File: src/logic/fbc_pkg.sv
// Constants, types and decode helpers shared by the synchronous up/down counter.
package fbc_pkg;

  // Counter width; raising it adds bits above the existing ones.
  localparam int unsigned FBC_WIDTH = 4;

  // Number of parallel load inputs and count outputs brought to pins.
  localparam int unsigned FBC_PIN_BITS = 4;

  // Select codes, written as {function_select_high, function_select_low}.
  localparam logic [1:0] FBC_SEL_CLEAR = 2'h0;
  localparam logic [1:0] FBC_SEL_LOAD  = 2'h1;
  localparam logic [1:0] FBC_SEL_COUNT = 2'h2;
  localparam logic [1:0] FBC_SEL_HOLD  = 2'h3;

  // Value of the count after reset and after a clear.
  localparam logic [FBC_WIDTH-1:0] FBC_COUNT_RESET = 4'h0;

  // All-ones pattern, the last value before an upward wrap.
  localparam logic [FBC_WIDTH-1:0] FBC_COUNT_ALL_ONES = 4'hf;

  typedef enum logic [1:0] {
    FBC_FN_CLEAR,
    FBC_FN_LOAD,
    FBC_FN_COUNT,
    FBC_FN_HOLD
  } fbc_func_e;

  typedef struct packed {
    logic [FBC_WIDTH-1:0] count;
    logic                 at_limit;
  } fbc_state_s;

  // Select decode, used by the datapath and by the checks.
  function automatic fbc_func_e fbc_decode_func(input logic [1:0] sel);
    fbc_func_e fn;
    case (sel)
      FBC_SEL_CLEAR: fn = FBC_FN_CLEAR;
      FBC_SEL_LOAD:  fn = FBC_FN_LOAD;
      FBC_SEL_COUNT: fn = FBC_FN_COUNT;
      FBC_SEL_HOLD:  fn = FBC_FN_HOLD;
      default:       fn = FBC_FN_HOLD;
    endcase
    return fn;
  endfunction : fbc_decode_func

endpackage : fbc_pkg

File: src/logic/fbc_bit_cell.sv
// Next-value logic for one counter bit.
`timescale 1ns/10ps
module fbc_bit_cell
  import fbc_pkg::*;
(
  // Present state of this bit and of the bits below it
  input  wire logic      cur_bit,
  input  wire logic      lower_all_ones,
  input  wire logic      lower_all_zeros,
  // Function, direction and load data
  input  wire fbc_func_e func,
  input  wire logic      count_down,
  input  wire logic      load_bit,
  // Value presented to this bit's flip-flop
  output logic           nxt_bit
);

  logic toggle;

  always_comb
  begin
    // The direction picks which run of lower bits enables the toggle.
    toggle = count_down ? lower_all_zeros : lower_all_ones;
    case (func)
      FBC_FN_CLEAR: nxt_bit = 1'b0;
      FBC_FN_LOAD:  nxt_bit = load_bit;
      FBC_FN_COUNT: nxt_bit = toggle ? ~cur_bit : cur_bit;
      FBC_FN_HOLD:  nxt_bit = cur_bit;
      default:      nxt_bit = cur_bit;
    endcase
  end

endmodule : fbc_bit_cell

File: src/logic/fbc_counter.sv
// Synchronous binary counter with clear, load, count and hold functions.
`timescale 1ns/10ps
module fbc_counter
  import fbc_pkg::*;
(
  // Clock and reset
  input  wire logic clk,
  input  wire logic rst_n,
  // Function select
  input  wire logic function_select_high,
  input  wire logic function_select_low,
  // Counting direction; low counts up
  input  wire logic count_down,
  // Parallel load data
  input  wire logic load_value_bit0,
  input  wire logic load_value_bit1,
  input  wire logic load_value_bit2,
  input  wire logic load_value_bit3,
  // Counter state
  output logic      count_value_bit0,
  output logic      count_value_bit1,
  output logic      count_value_bit2,
  output logic      count_value_bit3,
  // High when the count set at the last edge is the last value in the direction sampled at that edge; low after reset
  output logic      count_at_limit
);

  fbc_state_s state_ff;
  fbc_state_s nxt_state;

  fbc_func_e            func;
  logic [FBC_WIDTH-1:0] load_vec;
  logic [FBC_WIDTH-1:0] nxt_count;
  logic [FBC_WIDTH:0]   ones_chain;
  logic [FBC_WIDTH:0]   zeros_chain;

  assign func = fbc_decode_func({function_select_high, function_select_low});

  // Bits above the pin group have no load input and load zero.
  always_comb
  begin
    load_vec    = '0;
    load_vec[0] = load_value_bit0;
    load_vec[1] = load_value_bit1;
    load_vec[2] = load_value_bit2;
    load_vec[3] = load_value_bit3;
  end

  // The lowest bit sees an empty run below it, so it toggles on every count.
  assign ones_chain[0]  = 1'b1;
  assign zeros_chain[0] = 1'b1;

  // Each bit only looks at the bits below it, so a new top bit leaves the
  // lower cells untouched. The ripple chain costs depth; at this width it is
  // far inside one period.
  genvar gi;
  generate
    for (gi = 0; gi < FBC_WIDTH; gi++)
    begin : g_bit
      assign ones_chain[gi+1]  = ones_chain[gi] & state_ff.count[gi];
      assign zeros_chain[gi+1] = zeros_chain[gi] & ~state_ff.count[gi];

      fbc_bit_cell u_cell (
        .cur_bit         (state_ff.count[gi]),
        .lower_all_ones  (ones_chain[gi]),
        .lower_all_zeros (zeros_chain[gi]),
        .func            (func),
        .count_down      (count_down),
        .load_bit        (load_vec[gi]),
        .nxt_bit         (nxt_count[gi])
      );
    end
  endgenerate

  always_comb
  begin
    nxt_state          = state_ff;
    nxt_state.count    = nxt_count;
    nxt_state.at_limit = count_down ? (nxt_count == FBC_COUNT_RESET)
                                    : (nxt_count == FBC_COUNT_ALL_ONES);
  end

  // One register for the whole state: every bit moves on the same edge.
  always_ff @(posedge clk or negedge rst_n)
  begin
    if (!rst_n)
    begin
      state_ff.count    <= FBC_COUNT_RESET;
      state_ff.at_limit <= 1'b0;
    end
    else
    begin
      state_ff <= nxt_state;
    end
  end

  assign count_value_bit0 = state_ff.count[0];
  assign count_value_bit1 = state_ff.count[1];
  assign count_value_bit2 = state_ff.count[2];
  assign count_value_bit3 = state_ff.count[3];
  assign count_at_limit   = state_ff.at_limit;

  // Rebuilt from the pins, so the checks see what a user of the block sees.
  logic [FBC_PIN_BITS-1:0] obs_count;
  assign obs_count = {count_value_bit3, count_value_bit2, count_value_bit1, count_value_bit0};
endmodule : fbc_counter

File: config.mk
export PLATFORM = sky130hd
export DESIGN_NAME = fbc_counter
export DESIGN_NICKNAME = d
export VERILOG_FILES = /design/src/logic/fbc_pkg.sv /design/src/logic/fbc_bit_cell.sv /design/src/logic/fbc_counter.sv
export SDC_FILE = /design/constraint.sdc
export NUM_CORES = 1
export LEC_CHECK = 0
export BUFFER_PORTS_ARGS = -buffer_cell sky130_fd_sc_hd__buf_2
export CAP_MARGIN = 5
export CORE_AREA = 2 2 39 41
export DETAILED_ROUTE_END_ITERATION = 10
export DIE_AREA = 0 0 41 43
export SLEW_MARGIN = 20
export SYNTH_ARGS = -nofsm -noshare
export SYNTH_HDL_FRONTEND = slang
export SYNTH_SLANG_ARGS = --single-unit
File: constraint.sdc
create_clock -name clk -period 3.44 [get_ports clk]
set_clock_uncertainty 0.05 [all_clocks]
set_input_delay 0.172 -clock clk [delete_from_list [all_inputs] [get_ports clk]]
set_output_delay 0.172 -clock clk [all_outputs]
set_load 0.1 [all_outputs]
==> run_results.csv, run 1 <==
group,metric,value,unit
run_status,status,"completed",
timing,worstMarginPinSlew,485.6,ps
synthesis,synth_top_area_cell,"dfrtp_1",
job,cap_violations,0,
timing,drv_slew,0,
cts,clk_pin_slew,40,ps
power_and_ir_drop,power_density,594.4,mW/mm^2
setup_path,r2r-end,"count_at_limit$_DFF_PN0_",
die,die_w,41,um
grt,grt_max_degree,9,
power_and_ir_drop,power.leakage,0.2233,nW
power_and_ir_drop,pwr-share-seq,29.5,%
setup_path,crit_end,"count_at_limit$_DFF_PN0_",
detailed_routing,vias,330,
setup_path,cpMaxStageDelayCell,"dfrtp_1",
synthesis,synth_top_area_share,35.09,%
setup_path,critical_path.startpoint,"obs_count[0]$_DFF_PN0_",
cts,cts_tree,"done",
cts,cts_buffer_depth,2,
detailed_routing,drt_iter0_markers,3,
detailed_routing,drt-pass1-iter-count,2,
timing,final-hold-violation-count,0,
grt,grtUsageTotal,10.30,%
setup_path,rr_startpoint,"obs_count[0]$_DFF_PN0_",
die,dieArea,0.001763,mm^2
setup_path,cp.required,3550,ps
setup_path,reg2reg_depth,5,
die,die_h,43,um
detailed_routing,drc,0,
synthesis,syn_area,356.6,um^2
synthesis,synth_nets,47,
power_and_ir_drop,sw_frac_of_total,48.14,%
synthesis,synth-seq-cells,5,
setup_path,reg2reg_slack,1770,ps
cts,postCtsSetupBuffers,0,
synthesis,synth_area_leaders,"dfrtp_1 35%, mux2_2 9.5%, mux2i_1 5.6%",
die,initial_core_util,25.77,%
timing,rsz0062_at_grt,"no",
place,portBuffers,13,
power_and_ir_drop,p_sw,0.1325,mW
power_and_ir_drop,power.internal,0.1427,mW
power_and_ir_drop,comb_power_share,46.7,%
setup_path,path_cells,"xor2_1 > mux2i_1 > o21ai_0 > or3_1 > mux2i_1",
cts,h-tree-depth,1,
cts,cts_resized,0,
detailed_routing,avgViaCountPerCell,4.714,
synthesis,avgSynthCellArea,9.384,um^2
timing,setup_viol,0,
grt,grt-ovfl-total,0,
power_and_ir_drop,power.total,0.2752,mW
die,io_pins,14,
setup_path,crit_arrival,1780,ps
synthesis,syn_inst,38,
detailed_routing,ant_nets,0,
layout,final_nets,64,
grt,grt_pass1_wl,1152,um
setup_path,cpMostUsedCell,"mux2i_1",
setup_path,crit_fanout,7,
power_and_ir_drop,clkPwrFrac,23.8,%
timing,fin_crit,1670,ps
die,core-area,0.001384,mm^2
min_path,hold_path_class,"primary input to flip-flop",
layout,nFillCells,162,
layout,drive_gt1_share,38.89,%
timing,slew_headroom,67.85,%
timing,setup-tns-final,0,ps
setup_path,cp-start-kind,"flip-flop",
synthesis,ys_seq_area_share,35.09,%
setup_path,worstSetupPathType,"flip-flop to flip-flop",
cts,clk_latency,240,ps
detailed_routing,wl_per_cell,10.47,um
cts,clockRootBuffer,"clkbuf_4",
cts,cts.sinks,5,
power_and_ir_drop,vdd_drop_max,0.1785,mV
place,place_congestion,0.6664,
layout,fin_util,33.45,%
setup_path,end_kind,"flip-flop",
layout,antennaDiodeCount,0,
setup_path,slowest_delay,460,ps
synthesis,ys_types,23,
grt,grt_antenna_before_repair,0,
layout,mostFrequentLayoutCells,"13 x buf_2, 5 x nand2_1, 5 x dfrtp_1",
die,rows,14,
grt,grt_pass1_vias,313,
cts,cts_made_buffers,3,
layout,mostFrequentLayoutCell,"buf_2",
detailed_routing,totalWireLength,733,um
timing,max_freq,598.7,MHz
synthesis,yosys_warnings,0,
place,hpwlAfterDp,608.3,um
layout,syn_to_final_growth,29.82,%
timing,post-route-period-util,48.56,%
-- kinds of logic (layout without fill, tap and decap cells) --
group,Yosys count,count (layout),synth area share [%]
AOI/OAI and AO/OA,7,7,13.69
xor gates and xnor gates,2,2,4.913
buffers and inverters,4,20,6.315
DFF,5,5,35.09
muxes,5,5,15.09
and+or+nand+nor,15,15,24.91
-- flip-flops by register name, summed over array words and instances (netlist names) --
register	flops
count_at_limit	1
obs_count	4
-- synthesized netlist by cell type --
cell type	instances
xor2_1	1
nor2_1	3
and3b_1	1
xnor2_1	1
buf_4	2
o21ai_0	1
nor4b_1	1
or3b_1	1
inv_1	2
a21oi_1	1
nand3_1	1
or3_1	1
a31oi_1	1
dfrtp_1	5
and4b_4	1
nand3b_1	1
o21ai_2	1
nand2_1	5
mux2i_1	2
mux2_2	3
a211oi_1	1
o311ai_1	1
o211ai_1	1
-- power groups by stage --
stage	Combinational [mW]	Clock, mW	Sequential (mW)
after floorplan	0.0366	0	0.151
after global placement	0.128	0	0.0820
after detailed placement	0.129	0	0.0825
after CTS	0.130	0.0690	0.0815
after global routing	0.137	0.0749	0.0833
final	0.129	0.0654	0.0812
-- critical path: cells and delay by family, from the launching register on --
kind | cells | cell delay, ps
flip-flops | 1 | 460
AO/OA/AOI/OAI | 1 | 170
AND/OR/NAND/NOR | 1 | 400
XOR/XNOR | 1 | 200
multiplexers | 2 | 320
-- area by class of cell --
| type | count | area [um^2] | share of cell area (%) |
|---|---|---|---|
| clock buffers | 4 | 26.28 | 5.676 |
| well taps | 16 | 20.02 | 4.324 |
| flip-flops and latches | 5 | 125.1 | 27.03 |
| repair buffers | 14 | 75.07 | 16.22 |
| inverters | 2 | 7.507 | 1.622 |
| multi-input cells | 29 | 209.0 | 45.14 |
-- layer usage --
| metal | track usage, % | share of wire (%) |
|---|---|---|
| met4 | 10.00 | 0 |
| met2 | 17.19 | 52 |
| met1 | 9.508 | 41 |
| met3 | 1.571 | 7.5 |
| met5 | 0 | 0 |
-- through the flow --
stage	hold WS, ps	instance area (um^2)	cells	setup WS (ps)
after detailed placement	-57.97	426.7	65	1753
after global placement	-60.45	426.7	65	1797
after CTS	217.4	462.9	70	1749
after global routing	233.9	462.9	70	1607
final	224.3	462.9	70	1770
after floorplan	-173.6	356.6	38	1309
-- worst min-delay path by stage --
stage / start / to / slack [ps] / cells after the start
floorplan: rst_n / count_at_limit$_DFF_PN0_ / -170 / 0
global placement: rst_n / obs_count[2]$_DFF_PN0_ / -60 / 1
detailed placement: rst_n / obs_count[1]$_DFF_PN0_ / -60 / 1
CTS: rst_n / obs_count[1]$_DFF_PN0_ / 220 / 2
global route: function_select_low / obs_count[2]$_DFF_PN0_ / 230 / 3
finish: function_select_low / obs_count[2]$_DFF_PN0_ / 220 / 3
-- repair_timing --
item / CTS / global route
setup endpoints to repair: 0 / 0
hold endpoints to repair: 5 / 0
hold buffers: 1 / 0
(Power assumes the default switching activity.)
==> run 2, diff against run 1 <==
--- a/config.mk
+++ b/config.mk
@@ -5,6 +5,7 @@
 export SDC_FILE = /design/constraint.sdc
 export NUM_CORES = 1
 export LEC_CHECK = 0
+export ABC_AREA = 1
 export BUFFER_PORTS_ARGS = -buffer_cell sky130_fd_sc_hd__buf_2
 export CAP_MARGIN = 5
 export CORE_AREA = 2 2 39 41
==> constraint.sdc (replaced) <==
create_clock -name clk -period 1.35 [get_ports clk]
set_clock_uncertainty 0.05 [all_clocks]
set_input_delay 0.0675 -clock clk [delete_from_list [all_inputs] [get_ports clk]]
set_output_delay 0.0675 -clock clk [all_outputs]
set_load 0.1 [all_outputs]
==> run 2 against run 1 <==
The run now ends with setup timing left. Register-to-register slack got worse by 1800 ps. Non-clock buffer count increased by 1. Maximum frequency rose by 23%. Final area rose by 21%. Critical endpoint unchanged. Critical path type unchanged. Count of clock-buffer cells in the layout did not move. Via count is 34% higher. Routed wire length up 24%. Sequential share of layout area fell by 2.5 points. Total power grew to 2.9 times the previous value.
==> run_results.csv, run 2 <==
group,metric,value,unit
synthesis,yosys.area_share.simple,53.75,%
detailed_routing,drt-pass1-iter-count,2,
setup_path,slowest_delay,510,ps
power_and_ir_drop,power.leakage,0.3077,nW
setup_path,worstSetupPathType,"flip-flop to flip-flop",
setup_path,cp-start-kind,"flip-flop",
cts,clockRootBuffer,"clkbuf_4",
synthesis,yosys_warnings,0,
power_and_ir_drop,vdd_drop_max,0.7155,mV
cts,clk_pin_slew,40,ps
power_and_ir_drop,power_density,1425,mW/mm^2
die,die_w,41,um
die,io_pins,14,
run_status,status,"finished, violations left",
setup_path,cpMaxStageDelayCell,"dfrtp_4",
synthesis,syn_inst,62,
synthesis,synth_top_family_by_area,"simple AND/OR/NAND/NOR gates",
cts,cts_buffer_depth,2,
setup_path,cp_top_family,"simple AND/OR/NAND/NOR gates",
setup_path,cp.required,1430,ps
synthesis,yosys-top-cells-count,"22 x nand2_1, 14 x nand3_1, 10 x inv_1",
cts,h-tree-depth,1,
place,place_ws,19.99,ps
layout,final_nets,91,
timing,worstMarginPinSlew,482.8,ps
synthesis,avgSynthCellArea,6.195,um^2
synthesis,ys_async_sr_fraction,100.0,%
die,die_h,43,um
setup_path,cp_num_buf_inv,2,
grt,grt_antenna_before_repair,0,
synthesis,synth_top_area_share,32.57,%
min_path,hold_path_class,"primary input to flip-flop",
place,hpwlAfterDp,711.7,um
detailed_routing,drc,0,
synthesis,synth_mux_area_share,0,%
grt,grt-ovfl-total,0,
timing,setup-tns-final,-3.462,ps
layout,mostFrequentLayoutCell,"nand2_1",
run_status,violations,"setup timing",
timing,setup_slack,-3.462,ps
cts,cts_tree,"done",
cts,cts.sinks,5,
detailed_routing,avgViaCountPerCell,4.546,
synthesis,synth_nets,71,
timing,final-hold-violation-count,0,
timing,max_freq,738.8,MHz
detailed_routing,wl_per_cell,9.371,um
synthesis,syn_area,384.1,um^2
synthesis,synth_area_leaders,"dfrtp_1 33%, nand2_1 21%, nand3_1 18%",
synthesis,synth-compound-area-share,3.909,%
synthesis,synth_most_common_cell,"nand2_1",
place,place_area,489.2,um^2
synthesis,synth-seq-cells,5,
synthesis,synth-xor-area-share,0,%
synthesis,ys_seq_area_share,32.57,%
layout,syn_to_final_growth,46.25,%
timing,fin_crit,1353,ps
detailed_routing,vias,441,
synthesis,ys.flop_type,"dfrtp_1",
cts,cts_made_buffers,3,
layout,drive_gt1_share,40.74,%
synthesis,synth_top_area_cell,"dfrtp_1",
die,rows,14,
die,dieArea,0.001763,mm^2
timing,setup_viol,1,
place,portBuffers,13,
synthesis,synthAdderAreaFrac,0,%
die,initial_core_util,27.76,%
timing,drv_slew,0,
cts,clk_latency,240,ps
layout,largest_reg_flops,4,
detailed_routing,drt_iter0_markers,2,
setup_path,path_cells,"buf_6 > nand3_1 > nand2_1 > nand3_1 > nand3_2 > nand3_2 > inv_1 > nand2_1 > nand2_1",
layout,mostFrequentLayoutCells,"20 x nand2_1, 12 x buf_2, 11 x nand3_1, 10 x inv_1",
setup_path,end_kind,"flip-flop",
job,cap_violations,0,
die,core-area,0.001384,mm^2
grt,grt_pass1_wl,1676,um
timing,rsz0062_at_grt,"yes",
layout,antennaDiodeCount,0,
layout,final_area,561.8,um^2
setup_path,cpMostUsedCell,"nand2_1",
timing,post-route-period-util,100.3,%
detailed_routing,totalWireLength,909,um
layout,nFillCells,156,
synthesis,ys_types,10,
setup_path,crit_fanout,6,
synthesis,synth-edff-count,0,
setup_path,crit_arrival,1430,ps
place,place_congestion,0.7316,
grt,grtUsageTotal,14.65,%
detailed_routing,ant_nets,0,
grt,grt_pass1_vias,431,
timing,slew_headroom,68.04,%
grt,grt_max_degree,10,
-- run 2: cell count changes in the layout (fill, tap and decap cells not counted), moves of 4 or more --
cell	delta
nand2_1	+15
dfrtp_1	-4
nand2_2	+4
inv_1	+8
nand3_1	+10
-- run 2: worst paths after layout --
check,from,to,slack (ps),depth (start not counted)
setup / recovery,obs_count[0]$_DFF_PN0_,count_at_limit$_DFF_PN0_,-3,9
hold / removal,load_value_bit0,obs_count[0]$_DFF_PN0_,70,3
setup reg to reg,obs_count[0]$_DFF_PN0_,count_at_limit$_DFF_PN0_,-3,9
hold reg to reg,obs_count[3]$_DFF_PN0_,obs_count[3]$_DFF_PN0_,520,2
max in group asynchronous,rst_n,obs_count[0]$_DFF_PN0_,970,2
min in group asynchronous,rst_n,obs_count[3]$_DFF_PN0_,130,2
-- run 2: timing repair --
item / in CTS / in global routing
hold buffers: 1 / 0
gates resized for setup: 0 / 12
setup buffers: 0 / 1
endpoints found under the hold margin: 5 / 0
setup endpoints to repair: 0 / 1
-- run 2: per-layer routing --
| metal | track usage, % | share of wire (%) |
|---|---|---|
| met1 | 18.03 | 46 |
| met2 | 20.63 | 49 |
| met3 | 3.141 | 3.4 |
| met4 | 12.00 | 1.3 |
| met5 | 0 | 0 |
-- run 2: logic make-up (layout without fill, tap and decap cells) --
family                 after synthesis  in the layout
and+or+nand+nor                     44             44
buffers and inverters               10             29
AOI/OAI and AO/OA                    3              3
DFF                                  5              5
-- run 2: cell type report --
| type | instances | area (um^2) | area share, % |
|---|---|---|---|
| Clock buffer | 4 | 26.28 | 4.677 |
| Timing Repair Buffer | 15 | 88.84 | 15.81 |
| Multi-Input combinational cell | 47 | 251.5 | 44.77 |
| Tap cell | 16 | 20.02 | 3.563 |
| Inverter | 10 | 37.54 | 6.682 |
| Sequential cell | 5 | 137.6 | 24.50 |
-- run 2: worst reg2reg max path, cell delays in order (launching register included) --
cell and delay (ps):
dfrtp_4 510, buf_6 140, nand3_1 70, nand2_1 70, nand3_1 110, nand3_2 70
nand3_2 100, inv_1 40, nand2_1 50, nand2_1 50
-- run 2: through the flow --
step                utilization [%]  std cells  hold WS [ps]  power [mW]
CTS                           37.97         96         61.89      0.7690
floorplan                         -         62        -278.1      0.5181
global route                  40.60         97         67.09      0.8662
global placement              35.35         91        -162.2      0.5844
finish                        40.60         97         67.31      0.8003
detailed placement            35.35         91        -159.6      0.5891
-- run 2: power by group --
| part | switching (mW) | internal, mW | leakage, nW |
|---|---|---|---|
| logic | 0.297 | 0.107 | 0.234 |
| registers | 0.0411 | 0.186 | 0.0585 |
| clock network | 0.0576 | 0.112 | 0.0150 |
| total | 0.395 | 0.405 | 0.308 |
==> run 3, diff against run 2 <==
--- a/config.mk
+++ b/config.mk
@@ -11,6 +11,7 @@
 export CORE_AREA = 2 2 39 41
 export DETAILED_ROUTE_END_ITERATION = 10
 export DIE_AREA = 0 0 41 43
+export SETUP_SLACK_MARGIN = 0.05
 export SLEW_MARGIN = 20
 export SYNTH_ARGS = -nofsm -noshare
 export SYNTH_HDL_FRONTEND = slang
==> run 3 against run 2 <==
The run still ends with setup timing left. Hold slack did not move. Sequential share of layout area did not move. Die area did not move. Register-to-register slack barely moved. Routed wire length did not move. First-iteration DRC count did not move. Core utilization did not move. Via count did not move. Setup slack barely moved. Final area did not move. Count of clock-buffer cells in the layout did not move. Non-clock buffer count did not move. Critical path type unchanged. Highest routed layer unchanged.
==> run_results.csv, run 3 (synthesis gave the netlist of run 2 again) <==
group,metric,value,unit
timing,slew_headroom,68.04,%
setup_path,cp_top_family,"simple AND/OR/NAND/NOR gates",
run_status,violations,"setup timing",
place,place_area,489.2,um^2
die,rows,14,
die,core-area,0.001384,mm^2
setup_path,cp_num_buf_inv,2,
timing,setup_viol,1,
layout,antennaDiodeCount,0,
layout,final_area,561.8,um^2
power_and_ir_drop,power.leakage,0.3079,nW
place,place_congestion,0.7316,
setup_path,crit_fanout,6,
setup_path,critical_path.startpoint,"obs_count[0]$_DFF_PN0_",
layout,syn_to_final_growth,46.25,%
setup_path,r2r-end,"count_at_limit$_DFF_PN0_",
cts,cts_tree,"done",
timing,setup_slack,-3.878,ps
setup_path,crit_arrival,1430,ps
grt,grt-ovfl-total,0,
setup_path,slowest_delay,510,ps
timing,worstMarginPinSlew,482.8,ps
layout,drive_gt1_share,40.74,%
power_and_ir_drop,power.total,0.8016,mW
cts,clk_pin_slew,40,ps
timing,fin_crit,1354,ps
grt,grt_pass1_vias,431,
grt,grt_antenna_before_repair,0,
power_and_ir_drop,vdd_drop_max,0.7157,mV
setup_path,cpMostUsedCell,"nand2_1",
timing,max_freq,738.6,MHz
timing,post-route-period-util,100.3,%
min_path,worstHoldStart,"load_value_bit0",
detailed_routing,drt-pass1-iter-count,2,
min_path,hold_path_class,"primary input to flip-flop",
grt,grt_pass1_wl,1676,um
cts,cts.sinks,5,
grt,grt_max_degree,10,
grt,grtUsageTotal,14.65,%
setup_path,reg2reg_slack,-4,ps
setup_path,worstSetupPathType,"flip-flop to flip-flop",
detailed_routing,ant_nets,0,
detailed_routing,totalWireLength,909,um
layout,nFillCells,156,
setup_path,path_depth,9,
setup_path,cp-start-kind,"flip-flop",
die,io_pins,14,
setup_path,cpMaxStageDelayCell,"dfrtp_4",
setup_path,reg2reg_depth,9,
layout,mostFrequentLayoutCells,"20 x nand2_1, 12 x buf_2, 11 x nand3_1, 10 x inv_1, 4 x nand2_2",
timing,final-hold-violation-count,0,
place,hpwlAfterDp,711.7,um
cts,cts_made_buffers,3,
die,die_h,43,um
die,dieArea,0.001763,mm^2
setup_path,path_cells,"buf_6 > nand3_1 > nand2_1 > nand3_1 > nand3_2 > nand3_2 > inv_1 > nand2_1 > nand2_1",
setup_path,cp.required,1430,ps
layout,register_area,137.6,um^2
layout,largest_reg_flops,4,
cts,cts_buffer_depth,2,
timing,rsz0062_at_grt,"yes",
die,initial_core_util,27.76,%
cts,h-tree-depth,1,
detailed_routing,vias,441,
die,die_w,41,um
setup_path,rr_startpoint,"obs_count[0]$_DFF_PN0_",
layout,mostFrequentLayoutCell,"nand2_1",
power_and_ir_drop,power_density,1427,mW/mm^2
job,cap_violations,0,
setup_path,end_kind,"flip-flop",
detailed_routing,avgViaCountPerCell,4.546,
run_status,status,"finished, violations left",
detailed_routing,drc,0,
timing,drv_slew,0,
cts,clk_latency,240,ps
place,portBuffers,13,
detailed_routing,wl_per_cell,9.371,um
detailed_routing,drt_iter0_markers,2,
layout,final_nets,91,
timing,holdWs,67.31,ps
cts,clockRootBuffer,"clkbuf_4",
timing,setup-tns-final,-3.878,ps
setup_path,crit_end,"count_at_limit$_DFF_PN0_",
layout,multiInputGateArea,251.5,um^2
-- run 3: cell count changes in the layout (fill, tap and decap cells not counted), sizes merged --
cell and delta:
buf +1, clkbuf -1
-- run 3: layer usage --
layer  wire length [um]  vias to the layer above  share of wire [%]  track usage [%]
met1                421                      198                 46            18.03
met4                 12                        0                1.3            12.00
li1                   -                      233                  -                -
met2                444                        8                 49            20.63
met3                 32                        2                3.5            3.141
met5                  0                        -                  0                0
-- run 3: power breakdown --
part           switching [mW]  internal (mW)  total [mW]  leakage, nW
clock network          0.0576          0.112       0.169       0.0150
logic                   0.297          0.108       0.405        0.234
registers              0.0411          0.186       0.227       0.0585
total                   0.396          0.406       0.802        0.308
-- run 3: what timing repair did --
action | in CTS | in global routing
pin swaps | 0 | 4
setup buffers | 0 | 1
endpoints found under the hold margin | 5 | 0
hold buffers | 1 | 0
setup endpoints to repair | 1 | 1
gates resized for setup | 0 | 13
-- run 3: final cells by class --
type | count | share of cell area (%)
timing repair buffer | 15 | 15.81
sequential | 5 | 24.50
tap | 16 | 3.563
clock buffer | 4 | 4.677
multi-input combinational | 47 | 44.77
inverter | 10 | 6.682
-- run 3: worst min path at each step --
stage,endpoint,cells past startpoint,slack (ps)
final,obs_count[0]$_DFF_PN0_,3,70
after global routing,obs_count[0]$_DFF_PN0_,3,70
after CTS,obs_count[0]$_DFF_PN0_,3,60
after detailed placement,count_at_limit$_DFF_PN0_,1,-160
after global placement,count_at_limit$_DFF_PN0_,1,-160
after floorplan,count_at_limit$_DFF_PN0_,0,-280
-- run 3: tightest hold or removal path, delay by kind of cell --
family                 cells  cell delay (ps)
buffers and inverters      1               70
and+or+nand+nor            2              170
-- run 3: through the flow --
step	worst slack, ps	cells	util [%]
2_1_floorplan	-67.26	62	-
4_1_cts	17.33	96	37.97
3_5_place_dp	19.99	91	35.35
6_report	-3.878	97	40.60
5_1_grt	-100.2	97	40.60
3_3_place_gp	28.20	91	35.35
